===== src/design/iopc_pkg.sv =====
package iopc_pkg;

  localparam int NUM_PINS = 31;
  localparam int NUM_SEL  = 8;
  localparam int NUM_ADC  = 8;

  // First pin index of each port, and the last pin index of port D
  localparam int PORT_C_BASE = 0;
  localparam int PORT_D_BASE = 8;
  localparam int PORT_E_BASE = 15;
  localparam int PORT_F_BASE = 19;
  localparam int PORT_G_BASE = 27;
  localparam int PORT_D_LAST = 14;

  // Debug port pins on port F
  localparam int DBG_CLK_PIN = PORT_F_BASE + 0;
  localparam int DBG_TMS_PIN = PORT_F_BASE + 1;
  localparam int DBG_TDI_PIN = PORT_F_BASE + 2;
  localparam int DBG_TDO_PIN = PORT_F_BASE + 3;

  localparam logic [2:0] SEL_GPIO    = 3'h0;
  localparam logic [2:0] SEL_TIMER_B = 3'h1;
  localparam logic [2:0] SEL_TIMER_C = 3'h2;
  localparam logic [2:0] SEL_DEBUG   = 3'h3;

  localparam logic [1:0] MODE_HIZ        = 2'h0;
  localparam logic [1:0] MODE_PUSH_PULL  = 2'h1;
  localparam logic [1:0] MODE_OPEN_DRAIN = 2'h2;

  // Trigger bits: edge mode rise/fall, level mode high/low
  localparam int TRIG_RISE_BIT = 0;
  localparam int TRIG_FALL_BIT = 1;

  localparam int CLK_PERIOD_NS   = 5;
  localparam int DEBOUNCE_NS     = 100;
  localparam int DEBOUNCE_CYCLES =
    (DEBOUNCE_NS + CLK_PERIOD_NS - 1) / CLK_PERIOD_NS;

  // ADC channel of each pin, zero where the pin has no analog input
  function automatic logic [2:0] adc_channel(input int p);
    if (p == PORT_D_BASE + 0) return 3'h4;
    else if (p == PORT_D_BASE + 1) return 3'h3;
    else if (p == PORT_D_BASE + 2) return 3'h2;
    else if (p == PORT_D_BASE + 3) return 3'h1;
    else if (p >= PORT_F_BASE + 4 && p <= PORT_F_BASE + 7)
      return 3'(p - PORT_F_BASE);
    else return 3'h0;
  endfunction : adc_channel

endpackage : iopc_pkg


===== src/design/iopc_pin_ctrl.sv =====
`timescale 1ns/1ps
module iopc_pin_ctrl #(
  parameter int DEBOUNCE_CYCLES = iopc_pkg::DEBOUNCE_CYCLES
) (
  // Clock and reset
  input  wire logic                              i_clk,
  input  wire logic                              i_rst_n,
  // Pin configuration
  input  wire logic [iopc_pkg::NUM_PINS-1:0][1:0] i_out_mode,
  input  wire logic [iopc_pkg::NUM_PINS-1:0]      i_pull_up_en,
  input  wire logic [iopc_pkg::NUM_PINS-1:0]      i_pull_down_en,
  input  wire logic [iopc_pkg::NUM_PINS-1:0][2:0] i_drive_strength,
  input  wire logic [iopc_pkg::NUM_PINS-1:0]      i_filter_en,
  input  wire logic [iopc_pkg::NUM_PINS-1:0]      i_analog_en,
  input  wire logic [iopc_pkg::NUM_PINS-1:0][2:0] i_pin_function_selector,
  // Interrupt configuration
  input  wire logic [iopc_pkg::NUM_PINS-1:0]      i_int_edge_mode,
  input  wire logic [iopc_pkg::NUM_PINS-1:0][1:0] i_int_trigger,
  input  wire logic [iopc_pkg::NUM_PINS-1:0]      i_int_en,
  input  wire logic [iopc_pkg::NUM_PINS-1:0]      i_int_clear,
  // Function sources
  input  wire logic [iopc_pkg::NUM_PINS-1:0]      i_gpio_out,
  input  wire logic [iopc_pkg::NUM_PINS-1:0][7:0] i_func_out,
  input  wire logic [iopc_pkg::NUM_PINS-1:0][7:0] i_func_oe,
  input  wire logic [7:0]                        i_timer_b_pwm_output,
  input  wire logic [7:0]                        i_timer_c_pwm_output,
  input  wire logic                              i_debug_swdio_out,
  input  wire logic                              i_debug_swdio_oe,
  input  wire logic                              i_debug_tdo_out,
  // Pads
  input  wire logic [iopc_pkg::NUM_PINS-1:0]      i_pad_in,
  output logic      [iopc_pkg::NUM_PINS-1:0]      o_pad_out,
  output logic      [iopc_pkg::NUM_PINS-1:0]      o_pad_oe,
  output logic      [iopc_pkg::NUM_PINS-1:0]      o_pull_up,
  output logic      [iopc_pkg::NUM_PINS-1:0]      o_pull_down,
  output logic      [iopc_pkg::NUM_PINS-1:0][2:0] o_drive_strength,
  output logic      [iopc_pkg::NUM_PINS-1:0]      o_analog_route,
  output logic      [iopc_pkg::NUM_ADC-1:0]       o_adc_channel_en,
  // Status
  output logic      [iopc_pkg::NUM_PINS-1:0]      o_pin_in,
  output logic      [iopc_pkg::NUM_PINS-1:0]      o_int_flag,
  output logic                                   o_irq
);

  localparam int NP = iopc_pkg::NUM_PINS;
  localparam int CW = $clog2(DEBOUNCE_CYCLES + 1);
  localparam logic [CW-1:0] CNT_LAST = CW'(DEBOUNCE_CYCLES - 1);

  if (DEBOUNCE_CYCLES < 1) begin : g_bad_debounce
    $error("DEBOUNCE_CYCLES must be at least one");
  end

  typedef struct packed {
    logic [NP-1:0]         sync1;
    logic [NP-1:0]         sync2;
    logic [NP-1:0]         filt;
    logic [NP-1:0]         prev;
    logic [NP-1:0]         flag;
    logic [NP-1:0]         pad_out;
    logic [NP-1:0]         pad_oe;
    logic [NP-1:0]         pull_up;
    logic [NP-1:0]         pull_dn;
    logic [NP-1:0]         analog;
    logic [NP-1:0][2:0]    drive;
    logic [NP-1:0][CW-1:0] cnt;
    logic [7:0]            adc;
    logic                  irq;
  } iopc_state_t;

  iopc_state_t q;
  iopc_state_t d;
  logic [NP-1:0] event_w;

  //////////////////////////////////////////////////////////////////////////

  // Returns {oe, out} of the function selected on pin p
  function automatic logic [1:0] pin_source(input int p,
                                            input logic [2:0] sel);
    logic [1:0] r;
    r = {i_func_oe[p][sel], i_func_out[p][sel]};
    if (sel == iopc_pkg::SEL_GPIO) begin
      r = {1'b1, i_gpio_out[p]};
    end else if (p <= iopc_pkg::PORT_D_LAST &&
                 sel == iopc_pkg::SEL_TIMER_B) begin
      r = {1'b1, i_timer_b_pwm_output[3'(p % 8)]};
    end else if (p <= iopc_pkg::PORT_D_LAST &&
                 sel == iopc_pkg::SEL_TIMER_C) begin
      r = {1'b1, i_timer_c_pwm_output[3'(p % 8)]};
    end else if (sel == iopc_pkg::SEL_DEBUG) begin
      if (p == iopc_pkg::DBG_CLK_PIN || p == iopc_pkg::DBG_TDI_PIN) begin
        r = 2'h0;
      end else if (p == iopc_pkg::DBG_TMS_PIN) begin
        r = {i_debug_swdio_oe, i_debug_swdio_out};
      end else if (p == iopc_pkg::DBG_TDO_PIN) begin
        r = {1'b1, i_debug_tdo_out};
      end
    end
    return r;
  endfunction : pin_source

  //////////////////////////////////////////////////////////////////////////

  always_comb begin
    logic [1:0] src;
    logic       rise;
    logic       fall;
    logic [2:0] ch;
    src  = 2'h0;
    rise = 1'b0;
    fall = 1'b0;
    ch   = 3'h0;
    d    = q;
    d.sync1 = i_pad_in;
    d.sync2 = q.sync1;
    d.prev  = q.filt;
    d.adc   = '0;
    for (int p = 0; p < NP; p++) begin
      // Debounce: accept a new level after it held for the full count
      if (!i_filter_en[p] || q.sync2[p] == q.filt[p]) begin
        d.cnt[p]  = '0;
        d.filt[p] = q.sync2[p];
      end else if (q.cnt[p] == CNT_LAST) begin
        d.cnt[p]  = '0;
        d.filt[p] = q.sync2[p];
      end else begin
        d.cnt[p] = q.cnt[p] + CW'(1);
      end
      rise = q.filt[p] & ~q.prev[p];
      fall = ~q.filt[p] & q.prev[p];
      if (i_int_edge_mode[p]) begin
        event_w[p] = (rise & i_int_trigger[p][iopc_pkg::TRIG_RISE_BIT]) |
                     (fall & i_int_trigger[p][iopc_pkg::TRIG_FALL_BIT]);
      end else begin
        event_w[p] =
          (q.filt[p] & i_int_trigger[p][iopc_pkg::TRIG_RISE_BIT]) |
          (~q.filt[p] & i_int_trigger[p][iopc_pkg::TRIG_FALL_BIT]);
      end
      d.flag[p] = event_w[p] | (q.flag[p] & ~i_int_clear[p]);
      // Output stage
      src = pin_source(p, i_pin_function_selector[p]);
      ch  = iopc_pkg::adc_channel(p);
      d.analog[p] = i_analog_en[p] && ch != 3'h0;
      d.drive[p]  = i_drive_strength[p];
      if (d.analog[p]) begin
        d.pad_oe[p]  = 1'b0;
        d.pad_out[p] = 1'b0;
        d.pull_up[p] = 1'b0;
        d.pull_dn[p] = 1'b0;
        d.adc[ch]    = 1'b1;
      end else begin
        d.pull_up[p] = i_pull_up_en[p];
        d.pull_dn[p] = i_pull_down_en[p];
        if (i_out_mode[p] == iopc_pkg::MODE_PUSH_PULL) begin
          d.pad_oe[p]  = src[1];
          d.pad_out[p] = src[0];
        end else if (i_out_mode[p] == iopc_pkg::MODE_OPEN_DRAIN) begin
          d.pad_oe[p]  = src[1] & ~src[0];
          d.pad_out[p] = 1'b0;
        end else begin
          d.pad_oe[p]  = 1'b0;
          d.pad_out[p] = 1'b0;
        end
      end
    end
    d.irq = |(q.flag & i_int_en);
  end

  always_ff @(posedge i_clk) begin
    if (!i_rst_n) begin
      q <= '0;
    end else begin
      q <= d;
    end
  end

  assign o_pad_out        = q.pad_out;
  assign o_pad_oe         = q.pad_oe;
  assign o_pull_up        = q.pull_up;
  assign o_pull_down      = q.pull_dn;
  assign o_drive_strength = q.drive;
  assign o_analog_route   = q.analog;
  assign o_adc_channel_en = q.adc;
  assign o_pin_in         = q.filt;
  assign o_int_flag       = q.flag;
  assign o_irq            = q.irq;

  localparam int P0 = 0;
  // Input, filter and interrupt checks watch a pin with real traffic
  localparam int PI = 3;
endmodule : iopc_pin_ctrl


===== config.mk =====
export PLATFORM = sky130hd
export DESIGN_NAME = iopc_pin_ctrl
export DESIGN_NICKNAME = d
export VERILOG_FILES = /design/src/design/iopc_pkg.sv /design/src/design/iopc_pin_ctrl.sv
export SDC_FILE = /design/constraint.sdc
export NUM_CORES = 1
export LEC_CHECK = 0
export BUFFER_PORTS_ARGS = -buffer_cell sky130_fd_sc_hd__buf_2
export CAP_MARGIN = 20
export CORE_AREA = 2 2 550 552
export DETAILED_ROUTE_END_ITERATION = 10
export DIE_AREA = 0 0 552 554
export MAX_ROUTING_LAYER = met4
export SLEW_MARGIN = 20
export SYNTH_ARGS = -nofsm -noshare
export SYNTH_HDL_FRONTEND = slang
export SYNTH_SLANG_ARGS = --single-unit

===== constraint.sdc =====
create_clock -name i_clk -period 1.7 [get_ports i_clk]
set_input_delay 0 -clock i_clk [delete_from_list [all_inputs] [get_ports i_clk]]
set_output_delay 0 -clock i_clk [all_outputs]
set_load 0.03 [all_outputs]

==> flow_summary.json <==
{
  "timing.final.crit_share": 0.996,
  "synth-edff-count": 0,
  "power_leakage_nw": 19.3,
  "finalHoldWorstSlack_ns": -0.00290,
  "initial_core_util": 0.0790,
  "drt-vias-per-instance": 3.10,
  "vias": 26310,
  "synth_cell_type_count": 50,
  "grt_antenna_before_repair": 253,
  "yosys.area_share.adder": 0.0164,
  "cts.reportedPaths.clkPinSlew_ns": 0.05,
  "status": "finished with violations",
  "netlist_top_cells_area": "sky130_fd_sc_hd__dfxtp_1, sky130_fd_sc_hd__buf_4, sky130_fd_sc_hd__mux4_2",
  "clock_sink_count": 537,
  "yosysWarningCount": 0,
  "power_per_cell_area_nw_per_um2": 865,
  "synth.yosys.seq_area_share": 0.455,
  "setup_viol": 0,
  "clk_path_buf_depth": 4,
  "grt_use_total": 0.147,
  "grt_overflow": 0,
  "synth_top_cells_by_count": "sky130_fd_sc_hd__dfxtp_1, sky130_fd_sc_hd__buf_4, sky130_fd_sc_hd__and2_1",
  "timing.critical_path.required_ns": 2.37,
  "final_cell_count_no_fill": 8488,
  "final_layout_size_suffix_gt1_frac": 0.364,
  "timing.fmax_ghz": 0.591,
  "drc": 0,
  "die_h_um": 554,
  "placed_cells_incl_taps": 7338,
  "gp_congestion": 1.04,
  "core_region_area_sq_um": 299000,
  "synthFlopType": "sky130_fd_sc_hd__dfxtp_1",
  "layout_min_cycle_time_ns": 1.69,
  "cts_tree": "done",
  "first_global_vias": 26233,
  "design.die.area_sq_um": 306000,
  "place.port_buffers": 1240,
  "synth.most_common_cell": "sky130_fd_sc_hd__dfxtp_1",
  "reg2reg_setup_slack_ns": 0.05,
  "maxSlewViolCount": 0,
  "gate_count_of_the_mapped_netlist": 2395,
  "violations": "hold timing",
  "drt-initial-drc-count": 1755,
  "finClkSkew_ns": 0.0515,
  "ant_nets_after_route": 0,
  "drt-wirelength-per-cell_um": 26.8,
  "layout-area-overhead-vs-synth_pct": 92.0,
  "synth_top_family_by_area": "simple AND/OR/NAND/NOR gates",
  "dr.pass1.iters": 5,
  "clk_latency_ns": 0.79,
  "grt_max_degree": 91,
  "route.final.wire_length_um": 227000,
  "synth-simple-area-share": 0.185,
  "synth_compound_area_frac": 0.0634,
  "cts_made_buffers": 79,
  "async_flop_share": 0,
  "yosys.area_share.xor_xnor": 0.0459,
  "worst-path-max-fanout": 5,
  "core.rowCount": 201,
  "total_standard_cell_area_after_synthesis_sq_um": 23700,
  "worst_ir_drop_vdd_mv": 0.639,
  "ys_seq_elements": 537,
  "finish.net_count": 5476,
  "cts_root_buffer": "sky130_fd_sc_hd__clkbuf_16",
  "max_slew_margin": 0.264,
  "worst_slew_pin_slew_ns": 1.07,
  "setup_repair_after_global_routing_missed_its_margin": "yes",
  "setup.worst_path.start_class": "primary input",
  "grt_pass1_wl_um": 280000,
  "muxShareOfSynthArea": 0.110,
  "worstSetupEndpointType": "flip-flop",
  "hold_path.class": "primary input to flip-flop",
  "design_power_total_mw": 39.3,
  "arrival_worst_endpoint_ns": 2.37,
  "boundary_pin_count": 1425,
  "cts-htree-levels": 3,
  "hold_viol_final": 1,
  "synthDominantAreaCellType": "sky130_fd_sc_hd__dfxtp_1",
  "detailed_place_hpwl_um": 201000,
  "syn_avg_cell_area_sq_um": 9.87,
  "criticalPathCategory": "primary input to flip-flop",
  "max-cap-violations": 0,
  "die_w_um": 552,
  "synth_top_area_frac": 0.455
}
## routing by layer
layer | global-route usage | vias up | part of all wire
met1 | 0.159 | 12367 | 0.38
met2 | 0.234 | 1643 | 0.45
met5 | - | - | 0
li1 | - | 11869 | -
met3 | 0.0713 | 431 | 0.13
met4 | 0.0516 | 0 | 0.041
## timing repair
| item | in CTS | in global routing |
|---|---|---|
| endpoints found under the hold margin | 528 | 2 |
| pin swaps | 0 | 5 |
| resized for setup | 59 | 38 |
| hold buffers | 877 | 3 |
| setup endpoints to repair | 50 | 21 |
| gates cloned | 0 | 0 |
| setup buffers | 0 | 2 |
## final timing paths
kind / startpoint / endpoint / depth (start not counted)
setup / recovery: i_pin_function_selector[42] / o_pad_oe[14] / 7
hold / removal: i_pin_function_selector[8] / o_pad_oe[2] / 5
setup reg to reg: o_int_flag[12] / o_irq / 5
hold reg to reg: d[519] / q[519] / 1
## power by group
group,internal (mW),switching (mW)
sequential,13.0,0.257
clock,11.4,7.29
combinational,3.42,3.92
## metrics by stage
step | hold WS, ns | setup slack (ns) | utilization | setup TNS, ns | instance area [sq um]
global route | 0.0113 | -0.0208 | 0.152 | -0.0861 | 45400
finish | -0.00290 | 0.00703 | 0.152 | 0 | 45400
detailed placement | 0.205 | -0.632 | 0.111 | -1.30 | 33200
CTS | 0.000138 | 0.00254 | 0.150 | 0 | 45000
floorplan | 0.0770 | 0.263 | - | 0 | 23700
global placement | 0.202 | -0.647 | 0.111 | -1.29 | 33200
## flip-flops by register name, summed over array words and instances, names as in the netlist, 31 cells and up
register and cells:
q 217, o_drive_strength 93, d 31, o_int_flag 31, o_pad_oe 31, o_pad_out 31
o_pin_in 31, o_pull_down 31, o_pull_up 31
## final cells by class
cell class | instances | area (sq um)
antenna | 132 | 330
timing repair buffer | 2205 | 16000
inverter | 98 | 373
clock buffer | 96 | 2150
clock inverter | 44 | 688
sequential | 537 | 10800
tap | 3958 | 4950
fill | 33808 | 254000
multi-input combinational | 1418 | 10100
## cells in the final DEF, fill, tap and decap left out, types with 24 or more instances in the layout
cell type / n
sky130_fd_sc_hd__buf_2: 1190
sky130_fd_sc_hd__conb_1: 24
sky130_fd_sc_hd__and2_1: 240
sky130_fd_sc_hd__mux2i_1: 59
sky130_fd_sc_hd__diode_2: 132
sky130_fd_sc_hd__a21oi_1: 81
sky130_fd_sc_hd__nor3_1: 42
sky130_fd_sc_hd__o21ai_0: 32
sky130_fd_sc_hd__buf_4: 112
sky130_fd_sc_hd__xnor2_1: 54
sky130_fd_sc_hd__dfxtp_1: 522
sky130_fd_sc_hd__nor2_1: 229
sky130_fd_sc_hd__a211oi_1: 29
sky130_fd_sc_hd__inv_1: 97
sky130_fd_sc_hd__clkbuf_16: 79
sky130_fd_sc_hd__mux4_2: 78
sky130_fd_sc_hd__xor2_1: 70
sky130_fd_sc_hd__a31oi_1: 42
sky130_fd_sc_hd__nand2b_1: 58
sky130_fd_sc_hd__ha_1: 27
sky130_fd_sc_hd__nand2_1: 96
sky130_fd_sc_hd__nand3_1: 80
sky130_fd_sc_hd__dlygate4sd3_1: 875
## logic make-up (layout without fill, tap and decap cells)
group / Yosys count / count (layout)
DFF: 537 / 537
other: 1 / 156
AOI/OAI and AO/OA: 242 / 242
buffers and inverters: 463 / 2443
muxes: 160 / 160
xor gates and xnor gates: 124 / 124
adders and majority gates: 31 / 31
and+or+nand+nor: 837 / 837
## worst max-delay path, stage by stage
cell                            delay [ns]
sky130_fd_sc_hd__clkbuf_4             0.17
sky130_fd_sc_hd__mux4_2               0.56
sky130_fd_sc_hd__a21oi_2              0.16
sky130_fd_sc_hd__nand3b_1             0.08
sky130_fd_sc_hd__dlygate4sd3_1        0.57
sky130_fd_sc_hd__a211oi_1             0.25
sky130_fd_sc_hd__dlygate4sd3_1        0.57
Note: power is estimated with default switching activity, not from simulation.
